### src/logic/pspc_pkg.sv
`default_nettype none
package pspc_pkg;

    localparam int          WORD_BITS = 11;
    localparam int          DATA_LSB  = 2;

    localparam logic [1:0]  SEL_REF   = 2'h0;
    localparam logic [1:0]  SEL_PULSE = 2'h1;
    localparam logic [1:0]  SEL_SWAL  = 2'h2;
    localparam logic [1:0]  SEL_TXP   = 2'h3;

    // Field positions, data bit 1 is the lowest
    localparam int          CP_HI     = 8;
    localparam int          CP_LO     = 7;
    localparam int          REF_HI    = 6;
    localparam int          REF_LO    = 1;
    localparam int          PD_BIT    = 9;
    localparam int          PULSE_HI  = 8;
    localparam int          PULSE_LO  = 1;
    localparam int          MOD_BIT   = 8;
    localparam int          SWAL_HI   = 7;
    localparam int          SWAL_LO   = 1;
    localparam int          TXP_HI    = 6;
    localparam int          TXP_LO    = 3;

    // Reset contents: ratio 10, pulse 10, modulus 32, swallow 0
    localparam logic [9:1]  RST_REF   = 9'h00a;
    localparam logic [9:1]  RST_PULSE = 9'h00a;
    localparam logic [9:1]  RST_SWAL  = 9'h080;
    localparam logic [9:1]  RST_TXP   = 9'h000;
    localparam logic [7:0]  RST_BCNT  = 8'h0a;

    localparam logic [5:0]  MOD_LO    = 6'h10;
    localparam logic [5:0]  MOD_HI    = 6'h20;

    typedef logic [9:1] pspc_data_t;

    typedef enum logic {PH_SWALLOW, PH_PLAIN} pspc_phase_t;

    typedef struct packed {
        logic                   sclk;
        logic                   le;
        logic [WORD_BITS-1:0]   sh;
        pspc_data_t [3:0]       regs;
        logic [5:0]             ref_cnt;
        logic                   ref_pulse;
    } pspc_top_st_t;

    typedef struct packed {
        pspc_phase_t            ph;
        logic [5:0]             pre;
        logic [6:0]             a;
        logic [7:0]             b;
        logic                   fb;
    } pspc_fb_st_t;

    // Zero ratio behaves as one
    function automatic logic [7:0] pspc_at_least_one(input logic [7:0] v);
        return (v == 8'h00) ? 8'h01 : v;
    endfunction : pspc_at_least_one

endpackage : pspc_pkg
`default_nettype wire

### src/logic/pspc_top.sv
`timescale 1ns/1ps
`default_nettype none
module pspc_top
    import pspc_pkg::*;
(
    input  wire logic       MCLK,
    input  wire logic       RST,
    input  wire logic       SCLK,
    input  wire logic       SDATA,
    input  wire logic       LOAD_STROBE,
    input  wire logic       XTAL_TICK,
    input  wire logic       VCO_TICK,
    output var  logic       REF_PULSE,
    output var  logic       FB_PULSE,
    output var  logic [1:0] CP_SEL,
    output var  logic [3:0] TX_POWER,
    output var  logic       POWER_DOWN,
    output var  logic       MODULUS_32
);

    pspc_top_st_t q;
    pspc_top_st_t d;
    logic         sclk_rise;
    logic         le_rise;
    logic [1:0]   sel;
    logic [7:0]   ref_ratio;
    logic [7:0]   pulse_val;
    logic [6:0]   swal_val;
    logic         pd;

    assign sclk_rise = SCLK && !q.sclk;
    assign le_rise   = LOAD_STROBE && !q.le;
    assign sel       = q.sh[1:0];
    assign ref_ratio = pspc_at_least_one({2'h0, q.regs[SEL_REF][REF_HI:REF_LO]});
    assign pulse_val = q.regs[SEL_PULSE][PULSE_HI:PULSE_LO];
    assign swal_val  = q.regs[SEL_SWAL][SWAL_HI:SWAL_LO];
    assign pd        = q.regs[SEL_PULSE][PD_BIT];

    always_comb begin
        d           = q;
        d.sclk      = SCLK;
        d.le        = LOAD_STROBE;
        d.ref_pulse = 1'b0;
        if (sclk_rise) begin
            d.sh = {q.sh[WORD_BITS-2:0], SDATA};
        end
        if (le_rise) begin
            d.regs[sel] = q.sh[WORD_BITS-1:DATA_LSB];
        end
        if (XTAL_TICK && !pd) begin
            // Ratio may shrink under a running count, so >= not ==
            if ({2'h0, q.ref_cnt} >= ref_ratio - 8'h01) begin
                d.ref_cnt   = 6'h00;
                d.ref_pulse = 1'b1;
            end else begin
                d.ref_cnt = q.ref_cnt + 6'h01;
            end
        end
    end

    always_ff @(posedge MCLK) begin
        if (RST) begin
            q.sclk            <= 1'b0;
            q.le              <= 1'b0;
            q.sh              <= '0;
            q.regs[SEL_REF]   <= RST_REF;
            q.regs[SEL_PULSE] <= RST_PULSE;
            q.regs[SEL_SWAL]  <= RST_SWAL;
            q.regs[SEL_TXP]   <= RST_TXP;
            q.ref_cnt         <= 6'h00;
            q.ref_pulse       <= 1'b0;
        end else begin
            q <= d;
        end
    end

    pspc_fb_div u_fb (
        .clk      (MCLK),
        .rst      (RST),
        .vco_tick (VCO_TICK),
        .run      (!pd),
        .mod32    (q.regs[SEL_SWAL][MOD_BIT]),
        .pulse    (pulse_val),
        .swallow  (swal_val),
        .fb_pulse (FB_PULSE)
    );

    assign REF_PULSE  = q.ref_pulse;
    assign CP_SEL     = q.regs[SEL_REF][CP_HI:CP_LO];
    assign TX_POWER   = q.regs[SEL_TXP][TXP_HI:TXP_LO];
    assign POWER_DOWN = pd;
    assign MODULUS_32 = q.regs[SEL_SWAL][MOD_BIT];
endmodule : pspc_top
`default_nettype wire

### src/logic/pspc_fb_div.sv
`timescale 1ns/1ps
`default_nettype none
module pspc_fb_div
    import pspc_pkg::*;
(
    input  wire logic       clk,
    input  wire logic       rst,
    input  wire logic       vco_tick,
    input  wire logic       run,
    input  wire logic       mod32,
    input  wire logic [7:0] pulse,
    input  wire logic [6:0] swallow,
    output var  logic       fb_pulse
);

    pspc_fb_st_t q;
    pspc_fb_st_t d;
    logic [5:0]  modv;
    logic [5:0]  lim;
    logic        wrap;

    always_comb begin
        d    = q;
        d.fb = 1'b0;
        wrap = 1'b0;
        modv = mod32 ? MOD_HI : MOD_LO;
        case (q.ph)
            PH_SWALLOW: lim = modv;
            PH_PLAIN: lim = modv - 6'h01;
            default: lim = modv - 6'h01;
        endcase
        if (run && vco_tick) begin
            // Compare with >= so a modulus change never overruns
            if (q.pre >= lim) begin
                d.pre = 6'h00;
                wrap  = 1'b1;
            end else begin
                d.pre = q.pre + 6'h01;
            end
        end
        if (wrap) begin
            if (q.b <= 8'h01) begin
                d.a  = swallow;
                d.b  = pspc_at_least_one(pulse);
                d.ph = (swallow == 7'h00) ? PH_PLAIN : PH_SWALLOW;
                d.fb = 1'b1;
            end else begin
                d.b = q.b - 8'h01;
                if (q.ph == PH_SWALLOW) begin
                    d.a = q.a - 7'h01;
                    if (q.a == 7'h01) begin
                        d.ph = PH_PLAIN;
                    end
                end
            end
        end
    end

    always_ff @(posedge clk) begin
        if (rst) begin
            q.ph  <= PH_PLAIN;
            q.pre <= 6'h00;
            q.a   <= 7'h00;
            q.b   <= RST_BCNT;
            q.fb  <= 1'b0;
        end else begin
            q <= d;
        end
    end

    assign fb_pulse = q.fb;
endmodule : pspc_fb_div
`default_nettype wire

### config.mk
export PLATFORM = sky130hd
export DESIGN_NAME = pspc_top
export DESIGN_NICKNAME = d
export VERILOG_FILES = /design/src/logic/pspc_pkg.sv /design/src/logic/pspc_top.sv /design/src/logic/pspc_fb_div.sv
export SDC_FILE = /design/constraint.sdc
export NUM_CORES = 1
export LEC_CHECK = 0
export ABC_AREA = 0
export ABC_CLOCK_PERIOD_IN_PS = 3200
export BUFFER_PORTS_ARGS = -buffer_cell sky130_fd_sc_hd__buf_2
export CORE_MARGIN = 3
export CORE_UTILIZATION = 45
export CTS_CLUSTER_DIAMETER = 40
export DETAILED_ROUTE_END_ITERATION = 8
export PLACE_DENSITY = 0.67
export SLEW_MARGIN = 20
export SYNTH_ARGS = -nofsm -noshare
export SYNTH_HDL_FRONTEND = slang
export SYNTH_HIERARCHICAL = 1
export SYNTH_SLANG_ARGS = --single-unit
### constraint.sdc
create_clock -name MCLK -period 3.2 [get_ports MCLK]
set_input_delay 0.16 -clock MCLK [delete_from_list [all_inputs] [get_ports MCLK]]
set_output_delay 0.16 -clock MCLK [all_outputs]
set_load 0.02 [all_outputs]
# After elaboration in Yosys (flattened, before gate mapping)
# Cells that the tools add are included.
# W data, S select, Z words.
# totals
input_bits	7
out_inout_bits	10
reg_bits	79
# op_classes
eq_ne	2
bitwise_logic	3
mux	19
n_addsub	6
n_reduce_logical	14
order_cmp	5
# op_table
op	n
$bwmux W36	1
$mux W6	4
$demux W9 S2	1
$mux W15	1
$add A6 B1 Y6 const B	2
$pmux W6 S2	1
$mux W9	1
$ge A6 B8 Y1	1
$le A8 B1 Y1 const B	1
$logic_not A8 Y1	1
$mux W1	8
$mux W8	1
$sub A8 B1 Y8 const B	1
$eq A7 B1 Y1 const B	1
$logic_not A7 Y1	1
$mux W7	1
$sub A6 B1 Y7 const B	1
$sub A7 B1 Y7 const B	1
$ge A6 B6 Y1	1
$logic_not A6 Y1	1
$sub A6 B1 Y6 const B	1
$logic_and A1 B1 Y1	5
$reduce_or A2 Y1	2
$logic_not A1 Y1	3
5 further kinds	7

# Depth between registers and ports, before layout
# Gate-level depths: netlist of run 1.
# depth
depth_word	8
ltp_mapped	11

# By module
# The synthesis of run 1 kept the hierarchy.
# by_module_without_submodules
mod	seq_area_each_um2	area_per_inst_um2	cells_per_inst	n_inst
pspc_top	980.9	2065.7	217	1
pspc_fb_div	460.4	1465.2	188	1

# Worst setup path before layout of run 1
# Ideal clock, no wire load.
# synth_path
path_kind	flip-flop to flip-flop
startpoint	reg q[9] (netlist bit)
endpoint	reg q[4] (netlist bit)
path_buffers	0
synth_period_minus_slack_ns	2.431
arrival_ns	2.336
setup_ns	0.095
path_slack_ns	0.769
path_stages_with_launch	10
t_required_ns	3.105
cell_sequence	dfxtp_1 -> or4_1 -> o21ba_1 -> ha_1 -> xnor2_1 -> ha_1 -> o21a_1 -> o211ai_1 -> o21ai_2 -> a221oi_1
# synth_via
elab_chain_len	5
# synth_rtl
element	line	source
from (decl)	pspc_top.sv:21	pspc_top_st_t q;
$logic_not A6 Y1	pspc_pkg.sv:59	return (v == 8'h00) ? 8'h01 : v;
$mux W6 *	pspc_pkg.sv:59	
$sub A6 B1 Y7 *	pspc_top.sv:52	if ({2'h0, q.ref_cnt} >= ref_ratio - 8'h01) begin
$ge A6 B8 Y1 *	pspc_top.sv:52	
$mux W6 *	pspc_top.sv:52	
# Mark *: on every way between the ends. The rest lies on a longest branch, timed or not.
# A chain may end at the register's enable or synchronous reset.

# Worst setup path in the final report of run 1
# layout_path
startpoint	reg u_fb/q[22] (netlist bit)
endpoint	reg u_fb/q[2] (netlist bit)
# layout_via
elab_chain_len	5
# layout_rtl
element	line	source
from (decl)	pspc_fb_div.sv:16	pspc_fb_st_t q;
$not A1 Y1	-	
$pmux W6 S2 *	pspc_fb_div.sv:27	case (q.ph)
$ge A6 B6 Y1 *	pspc_fb_div.sv:34	if (q.pre >= lim) begin
$mux W1 *	pspc_fb_div.sv:34	
$mux W1 *	pspc_fb_div.sv:32	if (run && vco_tick) begin
# Marked as above.

==> run metrics, run 1 <==
Multi-input gate area=0.00192 sq mm; post-synthesis cell area=0.00353 sq mm; die area=0.00895 sq mm; worst slack, placed=0.601 ns; 1st-iter DRT viols=146; Mapped Cells=405; mean routed wirelength per cell=14.1 microns; top post-synthesis cells by area=dfxtp_1, mux2i_1, ha_1, a21oi_1, nor2_1; # fillers=709; commonest non-fill, non-tap cell in the layout=dfxtp_1; Slowest-stage cell, CP=o21ai_1; mux contribution to synthesized area=0.0765; most frequent cells in the layout=dfxtp_1, nor2_1, nand2_1, a21oi_1, mux2i_1; Vias=2882; final clock skew=0.00835 ns; DRC Markers=0; total setup buffers inserted after CTS=0; area fraction in compound gates after synthesis=0.159; Relative slew margins=0.310; first-pass GRT wire length=12700 microns; Design Power=1.86 mW; Critical Path RT=between 3 and 4 ns; Clk pin slew, worst setup/hold paths=roughly 0.08 ns; LEAKAGE=between 1.5 and 2 nW; GRT overflow=0; Hold Buf Count CTS=0; first-pass detailed-route iteration total=4; Die H=94.6 microns; drt total wl=7290 microns; maximum VDD drop=0.325 mV; post-route ant nets=0; critical setup path kind=reg -> reg; largest family of logic cells by synthesized area=simple AND/OR/NAND/NOR gates; clock period minus worst slack=2.67 ns; adder-cell area share of the yosys netlist=0.0709; Register Area=between 0.001 and 0.0015 sq mm; H-tree depth=3; IO Pins=17; #FFs+latches synth=72; Min-Delay Path Class=in -> reg; Post-Route M1 WL=3480 microns; DP Area=0.00367 sq mm; Worst Path Arrival=a little under 3 ns; status=complete, no violations; Synth top area share=0.408; Top Metal Used=met4; Sum Neg Setup Slack=0 ns; routability cong.=0.830; R2R setup slack=approximately 0.53 ns; share of cells above drive strength 1=0.110; # diodes=0; input/output buffers=16; detailed-routed wire length on met3=240 microns; post-CTS sizing=0; hold violation total from the final report=0; Clk Tree Root Cell=clkbuf_8; Vias/cell=5.59; max-cap violations=0; post-DP HPWL=5070 microns; Post-synth EDFFs=0; Mean Syn Cell Area=8.72 sq um; fin nets=439; CORE AREA=0.00745 sq mm; Post-Synth Simple-Gate Area=0.201; antenna violations before repair=0; XOR/XNOR Fraction of Synth Area=0.0298; Worst Setup Slack, final=0.534 ns; clock sinks=72; die extent in x=94.6 microns; num rows=31; Clock Path Buffers=2; Initial Utilization=0.474; Least-Margin Pin Slew=1.03 ns; clk_lat worst skew=0.35 ns; CP max FO=13; Area Growth Syn to Fin=10.4%; Synth cell types=47; crit-path max cell delay=0.69 ns; unrepaired setup endpoints after global routing=no; TritonCTS clock tree=done; Yosys warnings=6; Post-Syn Nets=432; fin area=between 0.003 and 0.004 sq mm; critical path endpoint category=flop; gr usage total=0.178; final worst-path cycle share=0.833; final setup violating endpoints=0; CTS buffer count=9; sequential fraction of the synthesis area=0.408; FFs w/ async S/R, synth=0; crit path cell chain=inv_1 > ha_1 > inv_1 > ha_1 > a211oi_1 > nand2_1 > o21ai_1 > buf_4 > a211oi_1 > a211o_1; Critical Path Source Type=flop; most common flop cell mapped by yosys=dfxtp_1; met2 wire len=3440 microns; Power Dens Cells=476 mW/mm^2; post-synth top area cell=dfxtp_1; fmax=between 300 and 400 MHz; largest net degree at the start of global routing=37; max-slew violations=0; vias in the first global route=2743
## logic make-up (layout without fill, tap and decap cells)
kind of cell	count (synthesis)	count (layout)
AND/OR/NAND/NOR	147	147
XOR/XNOR	12	12
multiplexers	27	27
adder cells (fa/ha/maj)	20	20
AO/OA/AOI/OAI	85	85
flip-flops	72	72
buffers and inverters	42	54
## state kept, by name, indices dropped and copies added, names as in the netlist
signal and flops:
q 32, REF_PULSE 1, u_fb/fb_pulse 1, pulse_val 8, u_fb/q 22, POWER_DOWN 1
CP_SEL 2, TX_POWER 4, MODULUS_32 1
## synthesized netlist by cell type (7+ instances only)
| cell type | instances |
|---|---|
| buf_2 | 9 |
| nand2_1 | 44 |
| nor3_1 | 11 |
| mux2i_1 | 27 |
| dfxtp_1 | 72 |
| ha_1 | 20 |
| inv_1 | 16 |
| nor2_1 | 45 |
| nor2b_1 | 8 |
| xor2_1 | 7 |
| clkbuf_1 | 11 |
| or3_1 | 9 |
| a211oi_1 | 8 |
| a21oi_1 | 36 |
| o21ai_0 | 8 |
## through the flow
step                cells   util  hold WS (ns)
finish                516  0.523        0.0455
global route          516  0.523        0.0584
CTS                   516  0.523        0.0353
detailed placement    500  0.493         0.409
global placement      500  0.493         0.398
floorplan             405      -         0.288
## worst paths after layout
path                            from                      to  cells after the start
max          u_fb/q[22]$_SDFFE_PP1P_  u_fb/q[2]$_SDFFE_PP1P_                     10
max reg2reg  u_fb/q[22]$_SDFFE_PP1P_  u_fb/q[2]$_SDFFE_PP1P_                     10
min                            SDATA      q[43]$_SDFFE_PP0P_                      3
min reg2reg   u_fb/q[5]$_SDFFE_PP0P_  u_fb/q[5]$_SDFFE_PP0P_                      2
## metal layers
metal / global-route usage / vias to the layer above
met1: 0.231 / 1378
met4: 0.0829 / 0
met5: 0 / -
met2: 0.293 / 55
li1: - / 1437
met3: 0.0247 / 12
## power breakdown
| part | switching [mW] | total [mW] | leakage [nW] | internal, mW |
|---|---|---|---|---|
| logic | 0.0681 | 0.122 | 0.817 | 0.0539 |
| registers | 0.0135 | 0.921 | 0.582 | 0.907 |
| clock network | 0.367 | 0.813 | 0.106 | 0.445 |
| total | 0.449 | 1.86 | 1.51 | 1.41 |
## cell type report
cell class	instances	area share
Inverter	16	0.0154
Clock buffer	9	0.0318
Multi-Input combinational cell	291	0.493
Clock inverter	7	0.0260
Sequential cell	72	0.370
Tap cell	99	0.0318
Timing Repair Buffer	22	0.0321
## worst max-delay path: cells and delay by family (launching register included)
family | cells | cell delay, ns
compound gates | 4 | 1.21
fa+ha+maj | 2 | 0.36
buf+inv | 3 | 0.51
flops | 1 | 0.36
simple gates | 1 | 0.10
Power figures use the tool's default switching activity.
==> run 2: changes to the inputs <==
- ABC_CLOCK_PERIOD_IN_PS: 3200 -> 2800
- clock period: 3.2 -> 2.8 ns (I/O delays scaled with it)
==> run metrics, run 2 (synthesis gave the netlist of run 1 again) <==
Multi-input gate area=0.00192 sq mm (unchanged); drt total wl=7150 microns (-2.0%); input/output buffers=16 (unchanged); largest net degree at the start of global routing=42 (+14%); fin area=0.00387 sq mm (-0.77%); Vias/cell=5.38 (-3.8%); Clk Tree Root Cell=clkbuf_8; maximum VDD drop=0.412 mV (+27%); unrepaired setup endpoints after global routing=no; Critical Path RT=3.04 ns (-0.39 ns); first-pass GRT wire length=12600 microns (-0.86%); final setup violating endpoints=0 (unchanged); gr usage total=0.177 (-0.00106); die extent in x=94.6 microns (unchanged); critical setup path kind=reg -> reg; Worst Path Arrival=2.84 ns (-0.06 ns); Min-Delay Path Class=in -> reg; Relative slew margins=0.310 (about the same); GRT overflow=0 (unchanged); Clock Path Buffers=2 (unchanged); post-DP HPWL=5010 microns (-1.1%); max FFs per register=32 (unchanged); Least-Margin Pin Slew=1.03 ns (-0.000291 ns); Register Area=0.00144 sq mm (unchanged); first-pass detailed-route iteration total=4 (unchanged); post-layout util=0.519 (-0.00403); CTS buffer count=9 (unchanged); clk_lat worst skew=0.34 ns (about the same); clock sinks=72 (unchanged); GR peak layer=met2; vias in the first global route=2652 (-3.3%); clock period minus worst slack=2.60 ns (-0.0636 ns); Largest Register=q; Area Growth Syn to Fin=9.53%; DP Area=0.00368 sq mm (+0.20%); post-CTS sizing=0 (unchanged); Hold WS=0.0362 ns (-0.00930 ns); # fillers=709 (unchanged); DRC Markers=0 (unchanged); commonest non-fill, non-tap cell in the layout=dfxtp_1; num rows=31 (unchanged); hold violation total from the final report=0 (unchanged); LEAKAGE=1.49 nW (-0.85%); fmax=384 MHz (+2.4%); Sum Neg Setup Slack=0 ns (unchanged); die area=0.00895 sq mm (unchanged); total setup buffers inserted after CTS=0 (unchanged); Initial Utilization=0.474 (unchanged); antenna violations before repair=0 (unchanged); met2 Use GR=0.285 (-0.00768); post-route ant nets=0 (unchanged); Vias=2779 (-3.6%); CORE AREA=0.00745 sq mm (unchanged); final worst-path cycle share=0.930 (+0.0963); fin nets=440 (+0.23%); status=complete, no violations; non-filler instance count after layout=517 (+0.19%); Clk pin slew, worst setup/hold paths=0.08 ns (about the same); Die H=94.6 microns (unchanged); IO Pins=17 (unchanged); final clock skew=0.00777 ns (-0.000581 ns); max-slew violations=0 (unchanged); max-cap violations=0 (unchanged); H-tree depth=3 (unchanged); Hold Buf Count CTS=0 (unchanged); CP max FO=7 (-6); Power Dens Cells=506 mW/mm^2 (+6.3%); mean routed wirelength per cell=13.8 microns (-2.2%); most frequent cells in the layout=dfxtp_1, nor2_1, nand2_1, a21oi_1, mux2i_1; share of cells above drive strength 1=0.112 (+0.00213); 1st-iter DRT viols=122 (-16%); routability cong.=0.819 (-1.4%); TritonCTS clock tree=done; Cell Count Post-Placement=501 (+0.20%); Critical Path Source Type=flop; met1 Use GR=0.233 (+0.00272); # diodes=0 (unchanged); critical path endpoint category=flop; met3 Use GR=0.0430 (+0.0183)
==> run 2: path summary, 6_finish.rpt <==
| check | from | to | cells after the start | slack, ns |
|---|---|---|---|---|
| setup / recovery | q[9]$_SDFFE_PP0P_ | q[2]$_SDFFE_PP0P_ | 9 | 0.20 |
| hold reg to reg | q[53]$_SDFFE_PP0P_ | q[53]$_SDFFE_PP0P_ | 2 | 0.47 |
| hold / removal | SDATA | q[43]$_SDFFE_PP0P_ | 3 | 0.04 |
| setup reg to reg | q[9]$_SDFFE_PP0P_ | q[2]$_SDFFE_PP0P_ | 9 | 0.20 |
==> run 2: power breakdown <==
part / switching, mW / internal, mW / total, mW
Sequential: 0.0156 / 1.04 / 1.05
Clock: 0.414 / 0.355 / 0.769
Combinational: 0.0755 / 0.0614 / 0.137
==> run 2: stage by stage <==
stage	power [mW]	setup WS (ns)
floorplan	1.18	0.369
detailed placement	1.21	0.200
global route	2.05	0.0190
finish	1.96	0.197
global placement	1.21	0.269
CTS	1.98	0.181
==> run 2: layout make-up <==
cell class | instances | area share
tap | 99 | 0.0320
sequential | 72 | 0.373
inverter | 16 | 0.0155
timing repair buffer | 23 | 0.0343
clock inverter | 6 | 0.0129
multi-input combinational | 291 | 0.497
clock buffer | 10 | 0.0356
==> run 2: critical path: stages (launching register included) <==
cell and delay (ns):
dfxtp_1 0.35, or4_1 0.54, o21ba_1 0.22, ha_1 0.21, xnor2_1 0.13, ha_1 0.27
o21a_1 0.17, o211ai_1 0.18, o21ai_2 0.13, a221oi_1 0.29
==> run 2: metal layers <==
metal,part of all wire,vias up
met5,0,-
met4,0.014,0
met3,0.032,8
met2,0.47,36
met1,0.49,1294
li1,-,1441
